**config.mk**
```make
export PLATFORM = sky130hd
export DESIGN_NAME = bpt_top
export DESIGN_NICKNAME = d
export VERILOG_FILES = /design/src/bpt_pkg.sv /design/src/bpt_bank.sv /design/src/bpt_top.sv
export VERILOG_INCLUDE_DIRS = /design/src
export SDC_FILE = /design/constraint.sdc
export NUM_CORES = 1
export LEC_CHECK = 0
export ABC_AREA = 1
export BUFFER_PORTS_ARGS = -buffer_cell sky130_fd_sc_hd__buf_4
export CAP_MARGIN = 20
export CORE_UTILIZATION = 55
export CTS_BUF_LIST = sky130_fd_sc_hd__clkbuf_8
export CTS_CLUSTER_DIAMETER = 120
export CTS_CLUSTER_SIZE = 14
export DETAILED_ROUTE_END_ITERATION = 10
export GPL_TIMING_DRIVEN = 0
export PLACE_DENSITY = 0.72
export SLEW_MARGIN = 20
export SYNTH_ARGS = -nofsm -noshare
export SYNTH_HDL_FRONTEND = slang
export SYNTH_SLANG_ARGS = --single-unit
```
**constraint.sdc**
```tcl
create_clock -name clock -period 2.7 [get_ports clock]
set_clock_uncertainty 0.2 [all_clocks]
set_input_delay 0.135 -clock clock [delete_from_list [all_inputs] [get_ports clock]]
set_output_delay 0.135 -clock clock [all_outputs]
set_load 0.05 [all_outputs]
```
**src/bpt_defs.svh**
```systemverilog
// Purpose: timing counts and field positions for the bank close timer
// Assumes: 40 MHz command clock, 25 ns period
// Notes: times in ns, cycle counts derived with round-up
`ifndef BPT_DEFS_SVH
`define BPT_DEFS_SVH
`define BPT_CLK_PERIOD_PS 25000
`define BPT_READ_TO_CLOSE_NS 8
`define BPT_WRITE_RECOVERY_NS 15
`define BPT_SINGLE_CLOSE_NS 18
`define BPT_ALL_CLOSE_NS 21
`define BPT_ROW_ACTIVE_NS 42
`define BPT_ROW_CYCLE_NS 60
`define BPT_WRITE_TO_READ_NS 8
`define BPT_STROBE_SKEW_NS 6
`define BPT_RU(ns) (((ns) * 1000 + `BPT_CLK_PERIOD_PS - 1) / `BPT_CLK_PERIOD_PS)
`define BPT_BURST_LENGTH 8
`define BPT_READ_LATENCY 6
`define BPT_WRITE_LATENCY 3
`define BPT_CA_ALL_BANKS 4
`define BPT_CA_BANK_LO 7
`define BPT_CA_AUTO_CLOSE 0
`endif

```
**src/bpt_pkg.sv**
```systemverilog
// Purpose: types for the bank close timer
// Assumes: eight banks
// Notes: command decode result carried as one struct
package bpt_pkg;
  typedef enum logic [3:0]
  {
    BPT_NONE = 4'h1,
    BPT_RD = 4'h2,
    BPT_WR = 4'h4,
    BPT_PRE = 4'h8
  } bpt_cmd_e;
  typedef struct packed
  {
    bpt_cmd_e cmd;
    logic all_banks_flag;
    logic auto_close_flag;
    logic [2:0] bank;
    logic act;
  } bpt_dec_s;
endpackage

```
**src/bpt_bank.sv**
```systemverilog
// Purpose: per-bank open state and close timing counters
// Assumes: commands already decoded and qualified on the same clock
// Notes: counters count down to zero; zero means the limit is met
`timescale 1ns/1ps
module bpt_bank #(
  parameter int CW = 8
) (
  input wire logic clock,
  input wire logic arst_n,
  input wire logic act,
  input wire logic rd,
  input wire logic wr,
  input wire logic auto_close_flag,
  input wire logic close,
  input wire logic all_close,
  input wire logic [CW-1:0] rd_close_dly,
  input wire logic [CW-1:0] wr_close_dly,
  input wire logic [CW-1:0] single_close_cyc,
  input wire logic [CW-1:0] all_close_cyc,
  input wire logic [CW-1:0] ras_cyc,
  input wire logic [CW-1:0] rc_cyc,
  output logic open,
  output logic ready,
  output logic close_ok,
  output logic auto_fire,
  output logic auto_busy
);
  typedef struct packed
  {
    logic open;
    logic auto_pend;
    logic [CW-1:0] auto_cnt;
    logic [CW-1:0] rp_cnt;
    logic [CW-1:0] ras_cnt;
    logic [CW-1:0] rc_cnt;
    logic [CW-1:0] acc_cnt;
  } bpt_bank_s;
  bpt_bank_s st;
  bpt_bank_s next_st;
  logic fire;

  function automatic logic [CW-1:0] dec(input logic [CW-1:0] v);
    dec = (v != '0) ? v - 1'b1 : v;
  endfunction

  // Countdowns and state update
  always_comb
  begin
    next_st = st;
    next_st.auto_cnt = dec(st.auto_cnt);
    next_st.rp_cnt = dec(st.rp_cnt);
    next_st.ras_cnt = dec(st.ras_cnt);
    next_st.rc_cnt = dec(st.rc_cnt);
    next_st.acc_cnt = dec(st.acc_cnt);
    fire = st.auto_pend && (st.auto_cnt <= 1);
    // Limits load one short: the command's own edge is the first cycle
    if (act)
    begin
      next_st.open = 1'b1;
      next_st.ras_cnt = dec(ras_cyc);
      next_st.rc_cnt = dec(rc_cyc);
    end
    if ((rd || wr) && !st.auto_pend)
    begin
      // Longer of read and write spacings kept, never shortened
      if (rd && dec(rd_close_dly) > next_st.acc_cnt)
        next_st.acc_cnt = dec(rd_close_dly);
      if (wr && dec(wr_close_dly) > next_st.acc_cnt)
        next_st.acc_cnt = dec(wr_close_dly);
      if (auto_close_flag)
      begin
        next_st.auto_pend = 1'b1;
        next_st.auto_cnt = rd ? rd_close_dly : wr_close_dly;
      end
    end
    // All-bank close wins over a single close in the same cycle;
    // a close to an idle bank still restarts its close period
    if (all_close)
    begin
      next_st.open = 1'b0;
      next_st.rp_cnt = dec(all_close_cyc);
    end
    else if (close || fire)
    begin
      next_st.open = 1'b0;
      next_st.auto_pend = 1'b0;
      next_st.rp_cnt = dec(single_close_cyc);
    end
    if (all_close)
      next_st.auto_pend = 1'b0;
  end

  always_ff @(posedge clock or negedge arst_n)
  begin
    if (!arst_n)
    begin
      st <= '0;
      auto_fire <= 1'b0;
    end
    else
    begin
      st <= next_st;
      auto_fire <= fire;
    end
  end

  // Bank legal-command view, gate per bank
  assign open = st.open;
  assign auto_busy = st.auto_pend;
  assign ready = !st.open && st.rp_cnt == '0 && st.rc_cnt == '0;
  assign close_ok = st.ras_cnt == '0 && st.acc_cnt == '0;
endmodule

```
**src/bpt_top.sv**
```systemverilog
// Purpose: bank close timing: precharge, auto close and spacing counters
// Assumes: command bus sampled on the command clock edge, no pin sync
// Notes: illegal commands are flagged, not executed
`timescale 1ns/1ps
`include "bpt_defs.svh"
module bpt_top #(
  parameter int CW = 8,
  parameter int BANKS = 8,
  parameter int BURST_LENGTH = `BPT_BURST_LENGTH,
  parameter int READ_LATENCY = `BPT_READ_LATENCY,
  parameter int WRITE_LATENCY = `BPT_WRITE_LATENCY
) (
  input wire logic clock,
  input wire logic arst_n,
  input wire logic cs_n,
  input wire logic [9:0] ca_rise,
  input wire logic [9:0] ca_fall,
  input wire logic act_valid,
  input wire logic [2:0] act_bank,
  output logic [7:0] bank_open,
  output logic [7:0] bank_ready,
  output logic [7:0] auto_close_busy,
  output logic close_strobe,
  output logic [7:0] close_banks,
  output logic cmd_illegal
);
  localparam int HB = BURST_LENGTH / 2;
  localparam int RTP = `BPT_RU(`BPT_READ_TO_CLOSE_NS);
  localparam int WR_C = `BPT_RU(`BPT_WRITE_RECOVERY_NS);
  localparam int RD_CL = HB + ((RTP > 4) ? RTP : 4) - 4;
  localparam int RD_AP = (HB > HB - 2 + RTP) ? HB : HB - 2 + RTP;
  localparam int WR_CL = WRITE_LATENCY + HB + 1 + WR_C;
  localparam int SB_CL = `BPT_RU(`BPT_SINGLE_CLOSE_NS);
  localparam int AB_CL = `BPT_RU(`BPT_ALL_CLOSE_NS);
  localparam int RAS = `BPT_RU(`BPT_ROW_ACTIVE_NS);
  localparam int RC = `BPT_RU(`BPT_ROW_CYCLE_NS);
  localparam int SKW = `BPT_RU(`BPT_STROBE_SKEW_NS);
  localparam int WTR = `BPT_RU(`BPT_WRITE_TO_READ_NS);
  localparam int RD2WR = READ_LATENCY + HB + SKW - WRITE_LATENCY + 1;
  localparam int WR2RD = WRITE_LATENCY + HB + WTR + 1;

  // Elaboration check: counters must hold the auto close and row cycle spacings
  if (BANKS != 8 || BURST_LENGTH != 8 || RD_AP >= 2 ** CW
      || WR_CL + SB_CL >= 2 ** CW || RC >= 2 ** CW || RD2WR < 1)
  begin : g_bad_param
    $error("bpt_top: parameters out of range");
  end

  typedef struct packed
  {
    logic [7:0] bank_open;
    logic [7:0] bank_ready;
    logic [7:0] auto_close_busy;
    logic close_strobe;
    logic [7:0] close_banks;
    logic cmd_illegal;
    logic last_close;
    logic [CW-1:0] rd_gap;
    logic [CW-1:0] wr_gap;
  } bpt_top_s;
  bpt_top_s st;
  bpt_top_s next_st;
  bpt_pkg::bpt_dec_s d;
  logic [7:0] sel;
  logic [7:0] open_w;
  logic [7:0] ready_w;
  logic [7:0] cok_w;
  logic [7:0] fire_w;
  logic [7:0] busy_w;
  logic [7:0] do_close;
  logic [7:0] do_act;
  logic [7:0] do_rd;
  logic [7:0] do_wr;
  logic do_all;
  logic bad;

  function automatic logic [7:0] onehot(input logic [2:0] b);
    onehot = 8'h01 << b;
  endfunction

  // Command decode on the rising edge sample, auto close flag on the falling one
  always_comb
  begin
    d.cmd = bpt_pkg::BPT_NONE;
    if (!cs_n && ca_rise[0] && ca_rise[1] && !ca_rise[2] && ca_rise[3])
      d.cmd = bpt_pkg::BPT_PRE;
    else if (!cs_n && ca_rise[0] && !ca_rise[1])
      d.cmd = ca_rise[2] ? bpt_pkg::BPT_RD : bpt_pkg::BPT_WR;
    d.all_banks_flag = ca_rise[`BPT_CA_ALL_BANKS];
    d.bank = ca_rise[`BPT_CA_BANK_LO +: 3];
    d.auto_close_flag = ca_fall[`BPT_CA_AUTO_CLOSE];
    d.act = act_valid;
  end

  // Legality checks against per-bank and global spacings
  always_comb
  begin
    // Activate has its own bank lines; commands always use CA bank bits
    sel = onehot(d.bank);
    bad = 1'b0;
    do_all = 1'b0;
    do_close = 8'h00;
    do_act = 8'h00;
    do_rd = 8'h00;
    do_wr = 8'h00;
    unique case (d.cmd)
      bpt_pkg::BPT_PRE:
      begin
        if (st.last_close)
          bad = 1'b1;
        else if (d.all_banks_flag)
          bad = (open_w & ~cok_w) != 8'h00;
        else
          bad = (sel & open_w & ~cok_w) != 8'h00;
      end
      bpt_pkg::BPT_RD:
        bad = (sel & (~open_w | busy_w)) != 8'h00 || st.rd_gap != '0;
      bpt_pkg::BPT_WR:
        bad = (sel & (~open_w | busy_w)) != 8'h00 || st.wr_gap != '0;
      bpt_pkg::BPT_NONE:
        bad = 1'b0;
    endcase
    if (d.act && (onehot(act_bank) & ~ready_w) != 8'h00)
      bad = 1'b1;
    if (!bad)
    begin
      do_all = d.cmd == bpt_pkg::BPT_PRE && d.all_banks_flag;
      do_close = (d.cmd == bpt_pkg::BPT_PRE && !d.all_banks_flag) ? sel : 8'h00;
      do_rd = (d.cmd == bpt_pkg::BPT_RD) ? sel : 8'h00;
      do_wr = (d.cmd == bpt_pkg::BPT_WR) ? sel : 8'h00;
      do_act = d.act ? onehot(act_bank) : 8'h00;
    end
  end

  genvar g;
  generate
    for (g = 0; g < 8; g++)
    begin : gb
      bpt_bank #(.CW(CW)) u_bank (
        .clock(clock),
        .arst_n(arst_n),
        .act(do_act[g]),
        .rd(do_rd[g]),
        .wr(do_wr[g]),
        .auto_close_flag(d.auto_close_flag),
        .close(do_close[g]),
        .all_close(do_all),
        .rd_close_dly(CW'(d.auto_close_flag ? RD_AP : RD_CL)),
        .wr_close_dly(CW'(WR_CL)),
        .single_close_cyc(CW'(SB_CL)),
        .all_close_cyc(CW'(AB_CL)),
        .ras_cyc(CW'(RAS)),
        .rc_cyc(CW'(RC)),
        .open(open_w[g]),
        .ready(ready_w[g]),
        .close_ok(cok_w[g]),
        .auto_fire(fire_w[g]),
        .auto_busy(busy_w[g])
      );
    end
  endgenerate

  // Registered status and cross-bank access spacing, loaded only by accesses with auto close
  always_comb
  begin
    next_st = st;
    next_st.bank_open = open_w;
    next_st.bank_ready = ready_w;
    next_st.auto_close_busy = busy_w;
    next_st.cmd_illegal = bad && (d.cmd != bpt_pkg::BPT_NONE || d.act);
    next_st.last_close = d.cmd == bpt_pkg::BPT_PRE && !bad;
    next_st.close_banks = (do_all ? 8'hFF : do_close) | fire_w;
    next_st.close_strobe = do_all || do_close != 8'h00 || fire_w != 8'h00;
    next_st.rd_gap = (st.rd_gap != '0) ? st.rd_gap - 1'b1 : st.rd_gap;
    next_st.wr_gap = (st.wr_gap != '0) ? st.wr_gap - 1'b1 : st.wr_gap;
    // Gap loaded as cycles-1, since the issuing cycle counts as one
    if (do_rd != 8'h00 && d.auto_close_flag)
      next_st.wr_gap = CW'(RD2WR - 1);
    if (do_wr != 8'h00 && d.auto_close_flag)
      next_st.rd_gap = CW'(WR2RD - 1);
  end

  always_ff @(posedge clock or negedge arst_n)
  begin
    if (!arst_n)
      st <= '0;
    else
      st <= next_st;
  end

  assign bank_open = st.bank_open;
  assign bank_ready = st.bank_ready;
  assign auto_close_busy = st.auto_close_busy;
  assign close_strobe = st.close_strobe;
  assign close_banks = st.close_banks;
  assign cmd_illegal = st.cmd_illegal;
endmodule

```
# --- Yosys cells after proc, flatten, opt, wreduce, memory -nomap -nowiden ---
# Index checks and enable logic that the tools add are counted.
totals:
  in_bits: 27
  elab_cells: 579
  reg_bits: 395
  out_inout_bits: 34
op_classes:
  bitwise_logic: 10
  n_eq_ne: 5
  muxes: 173
  magnitude_cmp: 24
  n_reduce_logical: 250
  n_shift: 2
  add_sub_neg: 42
op_table:
  columns: ["cell", "count"]
  rows:
  - ["2-to-1 mux 8 bit", 101]
  - ["nonzero test 8 bit", 50]
  - ["subtractor 8 x 1 -> 8 bit, second input constant", 42]
  - ["zero test 8 bit", 32]
  - ["2-to-1 mux 9 bit", 16]
  - ["2-to-1 mux 16 bit", 8]
  - ["nonzero test 3 bit", 32]
  - ["logical AND 1 bit", 68]
  - ["> comparator 2 x 8 -> 1 bit, first input constant", 8]
  - ["> comparator 4 x 8 -> 1 bit, first input constant", 8]
  - ["less-or-equal comparator 8 x 1 -> 1 bit, second input constant", 8]
  - ["bitwise AND 8 bit", 5]
  - ["2-to-1 mux 4 bit", 9]
  - ["nonzero test 2 bit", 18]
  - ["2-to-1 mux 1 bit", 28]
  - ["inverter 8 bit", 3]
  - ["zero test 1 bit", 21]
  - ["logical OR 1 bit", 21]
  - ["2-to-1 mux 2 bit", 8]
  - ["bitwise OR 8 bit", 2]
  - ["AND reduction 2 bit", 8]
  - ["left shift 1 x 3 -> 8 bit, first input constant", 2]
  - ["2-to-1 mux 3 bit", 2]
  - ["== test 4 x 1 -> 1 bit, second input constant", 1]
  - ["5 further kinds", 5]

# --- Longest topological paths before layout ---
# Gate-level depths: netlist (run 1).
depth:
  depth_word: 17
  depth_mapped: 20

# --- By module ---
# Synthesis (run 1) repeated with hierarchy kept, for this count alone.
hier_totals:
  hier_cells: 5827
  area_unflattened_um2: 39102.5
by_module_without_submodules:
  columns: ["mod", "n_inst", "cells_per_inst", "seq_area_each_um2", "area_per_inst_um2"]
  rows:
  - ["bpt_bank (gb[0].u_bank ...)", 5, 680, 1076.0, 4533.1]
  - ["bpt_bank (gb[2].u_bank)", 1, 681, 1076.0, 4523.1]
  - ["bpt_bank (gb[7].u_bank)", 1, 675, 1076.0, 4461.8]
  - ["bpt_bank (gb[6].u_bank)", 1, 673, 1076.0, 4451.8]
  - ["bpt_top", 1, 398, 1276.2, 3000.4]

# --- Worst setup path before layout (run 1) ---
# No wires, ideal clock.
synth_path:
  path_type: "reg-to-reg"
  startpoint: "reg gb[1].u_bank.st[16] (netlist bit)"
  endpoint: "reg gb[0].u_bank.st (netlist bit gb[0].u_bank.open)"
  n_path_buf: 1
  required_ps: 2373
  stages_incl_launch_ff: 19
  setup_slack_ps: 193
  t_arrival_ps: 2180
  period_less_slack_ps: 2507
  setup_ps: 127
  cell_sequence: "dfrtp_1 > inv_1 > ha_1 > nand2_1 > inv_1 > nand2_1 > nor2_1 > nand2_1 > nand2_1 > nand2_1 > nor2_1 > nand2_1 > nand2_1 > nand2_1 > a21oi_4 > nand3_2 > buf_4 > nand3_2 > a21oi_1"
synth_via:
  elab_chain_cells: 13
  elab_cells_between_ends: 18
  classes_between: "mux (9); bitwise (3); reduce/logical (6)"
synth_rtl:
  columns: ["item", "line_no", "source"]
  rows:
  - ["from (decl)", "bpt_bank.sv:38", "bpt_bank_s st;"]
  - ["from (signal assigned)", "bpt_bank.sv:102", "st <= next_st;"]
  - ["zero test 8 bit (*)", "bpt_bank.sv:111", "assign close_ok = st.ras_cnt == '0 && st.acc_cnt == '0;"]
  - ["logical AND 1 bit (*)", "bpt_bank.sv:111", null]
  - ["inverter 8 bit (*)", "bpt_top.sv:112, bpt_top.sv:114", null]
  - ["bitwise AND 8 bit (on tied branches)", "bpt_top.sv:114, bpt_top.sv:112", null]
  - ["nonzero test 8 bit (on tied branches)", "bpt_top.sv:114, bpt_top.sv:112", null]
  - ["2-to-1 mux 1 bit (*)", "bpt_top.sv:111", "else if (d.all_banks_flag)"]
  - ["2-to-1 mux 1 bit (*)", "bpt_top.sv:109", "if (st.last_close)"]
  - ["one-hot mux 1 bit (4 select lines) (*)", "bpt_top.sv:106", "unique case (d.cmd)"]
  - ["2-to-1 mux 1 bit (*)", "bpt_top.sv:123", "if (d.act && (onehot(act_bank) & ~ready_w) != 8'h00)"]
  - ["2-to-1 mux 8 bit", "bpt_top.sv:125", "if (!bad)"]
  - ["logical OR 1 bit", "bpt_bank.sv:83", "else if (close || fire)"]
  - ["2-to-1 mux 2 bit", "bpt_bank.sv:83", null]
  - ["2-to-1 mux 1 bit", "bpt_bank.sv:78", "if (all_close)"]
  - ["to (signal assigned)", "bpt_bank.sv:102", null]
  - ["to (decl)", "bpt_bank.sv:38", null]
# Mark *: on every way between the ends. The rest lies on a longest branch, timed or not.
# A chain may end at the register's enable or synchronous reset.

# --- Worst setup path in the final report (run 1) ---
layout_path:
  startpoint: "reg gb[1].u_bank.st[16] (netlist bit)"
  endpoint: "reg gb[6].u_bank.st[31] (netlist bit)"
layout_via:
  elab_chain_cells: 13
  elab_cells_between_ends: 17
  classes_between: "mux (8); bitwise (3); reduce/logical (6)"
layout_rtl:
  columns: ["item", "line_no"]
  rows:
  - ["zero test 8 bit (*)", "bpt_bank.sv:111"]
  - ["logical AND 1 bit (*)", "bpt_bank.sv:111"]
  - ["inverter 8 bit (*)", "bpt_top.sv:112, bpt_top.sv:114"]
  - ["bitwise AND 8 bit (on tied branches)", "bpt_top.sv:114, bpt_top.sv:112"]
  - ["nonzero test 8 bit (on tied branches)", "bpt_top.sv:114, bpt_top.sv:112"]
  - ["2-to-1 mux 1 bit (*)", "bpt_top.sv:111"]
  - ["2-to-1 mux 1 bit (*)", "bpt_top.sv:109"]
  - ["one-hot mux 1 bit (4 select lines) (*)", "bpt_top.sv:106"]
  - ["2-to-1 mux 1 bit (*)", "bpt_top.sv:123"]
  - ["2-to-1 mux 8 bit", "bpt_top.sv:125"]
  - ["logical OR 1 bit", "bpt_bank.sv:83"]
  - ["2-to-1 mux 8 bit", "bpt_bank.sv:83"]
  - ["2-to-1 mux 8 bit", "bpt_bank.sv:78"]
  - ["to (signal assigned)", "bpt_bank.sv:102"]
  - ["to (decl)", "bpt_bank.sv:38"]
# Marked as above.

==> impl_results.md, run 1 <==
* Yosys top cell area share at a little under half
* Core area at around 38000 um^2
* Status: finished with violations
* DIE AREA at between 30000 and 40000 um^2
* ANT cells at 0
* Syn Inst Count at around 2700
* Placed cells at 3242
* Tot GR Track Use at roughly a quarter
* Final setup viols at 52
* CTS H-tree lvls at 2
* Unrepaired setup endpoints after global routing: true
* Area Overhead vs Synth at 17.5%
* Critical Path Source Type: flop
* Worst Path Arrival at slightly above 3000 ps
* Worst-path fanout max at 5
* Synth cell types at between 50 and 60
* Crit-path slowest cell: dfrtp_1
* Die Span Y at a little under 200 um
* Period minus WS final at between 2000 and 3000 ps
* Seq cells post-synth at slightly below 400
* Gate power share at between 40% and 50%
* Mean post-synth cell area at between 7 and 8 um^2
* MaxCap Viol Count at 0
* Clock power frac at between 10 and 15%
* Skew-Pair Late Insertion Delay at around 620 ps
* Antenna violations before repair at 0
* Worst vdd ir at between 500 and 600 uV
* Leakage at ~13 nW
* I/O Pins at 61
* DRT iter0 DRCs at between 900 and 1000
* Root Buffer: clkbuf_8
* Site Rows at 71
* Starting Density at 56.0%
* Switch share at a little over two fifths
* Worst Setup EP: gb[6].u_bank.st[31]
* Worst path most repeated cell: nand2_1
* Sequential share of the synthesized area at between 40% and 50%
* RR Startpoint: gb[1].u_bank.st[16]
* Mapped Nets at approximately 2800
* Post-Syn Area at roughly 21000 um^2
* CP cell instances: inv_2, ha_4, nand2_4, inv_4, nand2_4, nor2_4, nand2_2, nand2_1, nand2_1, nor2_1, nand2_1, nand2_1, nand2_2, a21oi_4, buf_12, buf_8, o211ai_1, nand2_2, nor2_1
* Final WS setup at -123 ps
* # nets final at about 3000
* Clock Path Buffers at 3
* Pre-Repair DR Iteration Count at 5
* Top cells by count, synth: inv_1 (497), nor2_1 (460), nand2_1 (424)
* CP Class: flop to flop
* Worst path required time at between 2000 and 3000 ps
* HP Class: input pin to flop
* CTS tree: done
* Drc violations at 0
* Mean number of vias per cell at ~5.2
* Failing checks: negative setup slack
* Reg2reg end: gb[6].u_bank.st[31]
* Fmax at approximately 350 MHz
* Sw Pwr at 0.0101 W
* Synth top area cells: dfrtp_1 (47%), inv_1 (8.8%), nor2_1 (8.1%)
* Global-route wire length before repair at between 70000 and 80000 um
* Ys async rst share at 100%
* Sequential power share at 41.8%
* Fillers at 3135
* Register area at slightly below 10000 um^2
* Pwr dens at between 900 and 1000 nW/um^2
* Area leader, netlist: dfrtp_1
* TritonCTS Sinks at just under 400
* Multi-input gate area at slightly above 10000 um^2
* Critical path's largest stage delay at about 400 ps
* Layout cells sized above 1 at between 10% and 20%
* Crit end category: flop
* HPWL Detailed at ~32000 um
* Period utilization at 105%
* Gpl congestion at a little over 0.9
* Post-Layout Cell Count at around 3400
* Die span in x at approximately 200 um
* Pre-CTS WS at -867 ps
* Slew headroom at between 40 and 50%
* Gr ovfl total at 0
* Largest net degree at the start of global routing at 102
* Reg clk slew, reported paths at roughly 90 ps
* Area post-placement at about 22000 um^2
* Finished layout cell area at 24900 um^2
* Reg2reg path depth at 19
* Slew @ Worst Pin at 811 ps
* Routed len/inst at ~14 um
* Most frequent cell after synthesis: inv_1
* Routed Antenna Nets at 0
* Flop2flop setup slack at -120 ps
* Top FF cell, synth: dfrtp_1
* Ys Warns at 0
* Number of flops mapped to enable cells by yosys at 0
* Via count at 17581
* CTS buffer count at 34
* Worst Setup SP: gb[1].u_bank.st[16]
* Internal power at around 0.014 W
* Routed WL at 48100 um
* Hold WS at around 42 ps
* PortBufs at between 40 and 50
* Slew Viols, Final at 0
* Vias in the first global route at approximately 17000
* Final hold vios at 0
-- state kept, by name, summed over array words and instances (netlist names), 8 cells and up --
signal               flops
st                      17
bank_open                8
close_banks              8
bank_ready               8
gb.u_bank.auto_busy      8
auto_close_busy          8
gb.u_bank.auto_fire      8
gb.u_bank.open           8
gb.u_bank.st           320
-- timing repair --
| action | 4_1_cts | 5_1_grt |
|---|---|---|
| gates cloned | 5 | 2 |
| gates resized for setup | 157 | 153 |
| pin swaps | 48 | 58 |
| endpoints found under the hold margin | 520 | 0 |
| endpoints found under the setup margin | 283 | 271 |
| hold buffers | 25 | 0 |
| setup buffers | 45 | 46 |
-- cells in the final DEF (no fill, tap or decap), drive strengths merged, types with 2 or more instances in the layout --
master | Yosys | routed
a211oi | 2 | 2
a21o | 2 | 2
a21oi | 124 | 124
a31o | 4 | 4
a31oi | 5 | 5
buf | 44 | 190
clkbuf | 2 | 39
clkinv | 4 | 4
dfrtp | 395 | 395
dlygate4sd3 | 0 | 25
ha | 77 | 77
inv | 506 | 507
nand2 | 426 | 427
nand3 | 164 | 167
nand3b | 7 | 7
nand4 | 23 | 23
nor2 | 472 | 472
nor3 | 80 | 80
nor3b | 2 | 2
nor4 | 21 | 21
o2111ai | 8 | 8
o211ai | 26 | 26
o21ai | 91 | 91
o22ai | 7 | 7
o31ai | 4 | 4
o41ai | 4 | 4
or2 | 19 | 19
or3 | 8 | 8
xnor2 | 54 | 54
xor2 | 92 | 92
-- area by class of cell --
class	instances	share of cell area [%]
multi-input combinational	1732	40.4
sequential	395	39.7
clock buffer	37	2.04
buffer	46	1.58
clock inverter	1	0.0653
timing repair buffer	171	6.02
tap	511	2.56
inverter	510	7.71
-- cell families (layout without fill, tap and decap cells) --
logic type	count (synthesis)	in the layout	share of synthesized area, %
buffers and inverters	556	765	10.5
AOI/OAI and AO/OA	281	281	7.52
DFF	395	395	46.6
and+or+nand+nor	1224	1228	24.8
adders and majority gates	77	77	4.54
xor gates and xnor gates	146	146	6.03
-- routing by layer --
| layer | share of wire (%) | wire [um] | vias up | track usage (%) |
|---|---|---|---|---|
| li1 | - | - | 8765 | - |
| met1 | 44 | 21100 | 8300 | 32.3 |
| met2 | 47 | 22800 | 407 | 40.9 |
| met3 | 5.2 | 2480 | 109 | 3.90 |
| met4 | 3.5 | 1710 | 0 | 10.3 |
| met5 | 0 | 0 | - | 0 |
-- critical path: cells and delay by family, from the launching register on --
kind                       cells  cell delay [ps]
buffers and inverters          4              380
adders and majority gates      1              150
DFF                            1              400
AOI/OAI and AO/OA              2              430
and+or+nand+nor               12             1120
-- how the worst min path moves through the flow --
stage,start,endpoint,cells past startpoint
final,ca_rise[8],gb[0].u_bank.st[3],8
after CTS,ca_rise[7],gb[0].u_bank.st[3],8
after floorplan,arst_n,auto_close_busy[0],0
after detailed placement,arst_n,gb[0].u_bank.st[14],1
after global placement,gb[0].u_bank.open,bank_open[0],0
after global routing,ca_rise[8],close_strobe,7
-- metrics by stage --
stage	total power, W	setup TNS [ps]	utilization [%]
floorplan	0.0173	0	-
global placement	0.0190	-1198310	58.7
detailed placement	0.0195	-201490	59.0
CTS	0.0234	-62.4	63.7
global route	0.0262	-19640	65.9
finish	0.0240	-2160	65.9
-- power groups by stage --
stage	Sequential [W]	Combinational (W)	Clock (W)
after floorplan	0.00962	0.00769	0
after global placement	0.00996	0.00902	0
after detailed placement	0.0100	0.00946	0
after CTS	0.00996	0.0101	0.00333
after global routing	0.0103	0.0123	0.00351
final	0.0100	0.0108	0.00322
Note: power is estimated with default switching activity, not from simulation.
==> run 2, diff against run 1 <==
BUFFER_PORTS_ARGS = -buffer_cell sky130_fd_sc_hd__buf_2   (was -buffer_cell sky130_fd_sc_hd__buf_4)
CORE_MARGIN = 1   (was not set)
==> run 2 against run 1 <==
Net effect:
- the flow still finishes with violations (negative setup slack)
- non-clock buffer count is 2 lower
- worst hold slack worse by 13 ps
- count of clock-buffer cells in the layout fell by 2
- critical endpoint is now gb[0].u_bank.st[27]
- fmax down 2.1%
- sequential power hardly changed
- largest power group unchanged
==> impl_results.md, run 2 (synthesized netlist as in run 1, its figures left out) <==
* TritonCTS Sinks at 395
* MaxCap Viol Count at 0
* PortBufs at 48
* Skew-Pair Late Insertion Delay at between 600 and 700 ps
* Drc violations at 0
* Hold WS at ~29 ps
* Reg2reg path depth at 13
* Pwr dens at ~950 nW/um^2
* Leakage at 13.1 nW
* Routed Antenna Nets at 0
* Unrepaired setup endpoints after global routing: true
* DIE AREA at approximately 39000 um^2
* Sequential power share at between 40% and 50%
* Commonest non-fill, non-tap cell in the layout: inv_1
* Slew Viols, Final at 0
* Largest net degree at the start of global routing at just over 100
* Fillers at 3074
* Gr ovfl total at 0
* CTS buffer count at 34
* Area Overhead vs Synth at 18.4%
* Mean number of vias per cell at approximately 5.2
* I/O Pins at just over 60
* Final setup viols at 210
* Most frequent cells in the layout: inv_1 (458), dfrtp_1 (394), nor2_1 (391)
* Pre-Repair DR Iteration Count at 6
* Status: finished with violations
* CTS tree: done
* Delay-heaviest family, CP: simple AND/OR/NAND/NOR gates
* Fmax at 347 MHz
* Layout cells sized above 1 at approximately 18%
* HP Class: input pin to flop
* Slew headroom at a little over 40%
* Critical path depth at 13
* Post-Layout Cell Count at about 3400
* Reg with most FFs: gb.u_bank.st
* Crit-path slowest cell: dfrtp_1
* CP Class: flop to flop
* Site Rows at 71
* Failing checks: negative setup slack
* Placed cells at roughly 3200
* Clock power frac at approximately an eighth
* Antenna violations before repair at 4
* Worst vdd ir at just under 600 uV
* Sw Pwr at between 0.01 and 0.015 W
* # nets final at ~3000
* Die span in x at 198 um
* Met3 wire length at 2970 um
* Tot GR Track Use at 25.2%
* Period minus WS final at just under 3000 ps
* HPWL Detailed at ~33000 um
* Period utilization at 107%
* Largest registers: gb.u_bank.st (320), st (17)
* Global-route wire length before repair at around 80000 um
* WP buf/inv at 3
* Critical path's largest stage delay at around 430 ps
* CP cell instances: inv_1, o21ai_0, nand2_1, nor3_1, nand3_1, nand2_1, nand2_2, a21oi_4, buf_6, nand3_4, buf_12, nand3_4, nor2_1
* Final hold vios at 0
* Clock Path Buffers at 3
* Met1 Wirelength at between 20000 and 25000 um
* Routed len/inst at about 15 um
* Final WS setup at -184 ps
* Switch share at between 40% and 50%
* Met2 Wirelength at between 20000 and 25000 um
* Largest register FFs at 320
* Critical Path Source Type: flop
* Gate power share at 45.0%
* DRT iter0 DRCs at ~1100
* Via count at 17871
* Die Span Y at 198 um
* Starting Density at 56.0%
* Vias in the first global route at between 15000 and 20000
* Pre-CTS WS at -860 ps
* Routed WL at roughly 50000 um
* Worst path required time at 2970 ps
* Slew @ Worst Pin at roughly 900 ps
* Gpl congestion at about 0.91
* Crit end category: flop
* Root Buffer: clkbuf_8
* Worst Path Arrival at about 3200 ps
* Core area at 37800 um^2
* Worst-path fanout max at 8
* Top sig layer: met5
* Hold depth at 5
* CTS H-tree lvls at 2
* Flop2flop setup slack at -180 ps
* Reg clk slew, reported paths at around 90 ps
* Internal power at around 0.014 W
## run 2: worst paths after layout
| path | start | endpoint |
|---|---|---|
| min reg2reg | gb[0].u_bank.open | bank_open[0] |
| min | ca_rise[7] | close_banks[7] |
| max in group asynchronous | arst_n | gb[5].u_bank.st[3] |
| min in group asynchronous | arst_n | gb[2].u_bank.st[13] |
| max reg2reg | gb[6].u_bank.open | gb[0].u_bank.st[27] |
| max | gb[6].u_bank.open | gb[0].u_bank.st[27] |
## run 2: layout make-up
cell class | count | area, um^2 | area share [%]
Timing Repair Buffer | 169 | 1460 | 5.81
Antenna cell | 2 | 5.00 | 0.0199
Clock buffer | 35 | 482 | 1.92
Sequential cell | 395 | 9890 | 39.4
Inverter | 510 | 1920 | 7.65
Multi-Input combinational cell | 1737 | 10300 | 41.1
Buffer | 46 | 383 | 1.52
Tap cell | 511 | 639 | 2.55
Clock inverter | 2 | 23.8 | 0.0947
## run 2: repair_timing
item | in CTS | in global routing
buffers inserted | 52 | 34
gates cloned | 5 | 7
pin swaps | 52 | 43
hold buffers | 28 | 0
endpoints found under the hold margin | 390 | 0
gates resized for setup | 163 | 188
endpoints found under the setup margin | 283 | 280
## run 2: through the flow
stage	TNS (ps)	cell area (um^2)	total power, W	util (%)
detailed placement	-191480	22200	0.0194	58.7
global placement	-2735480	22100	0.0189	58.4
CTS	-39.1	24100	0.0233	63.6
global route	-49510	25100	0.0261	66.4
finish	-18770	25100	0.0239	66.4
floorplan	0	21200	0.0173	-
## run 2: metal layers
metal | GRT usage (%) | vias up
met5 | 0 | -
met4 | 9.76 | 4
met3 | 4.60 | 122
met2 | 41.8 | 439
met1 | 32.7 | 8510
li1 | - | 8796
## run 2: power groups by stage
stage / combinational [W] / clock, W / sequential (W)
after CTS: 0.0101 / 0.00325 / 0.00995
after global placement: 0.00896 / 0 / 0.00996
final: 0.0107 / 0.00314 / 0.0100
after detailed placement: 0.00941 / 0 / 0.0100
after global routing: 0.0123 / 0.00347 / 0.0103
after floorplan: 0.00769 / 0 / 0.00962
## run 2: worst min-delay path, cell delays in order
cell,delay (ps)
buf_2,160
nand3_1,160
inv_2,90
nand3_4,150
nand3_4,90
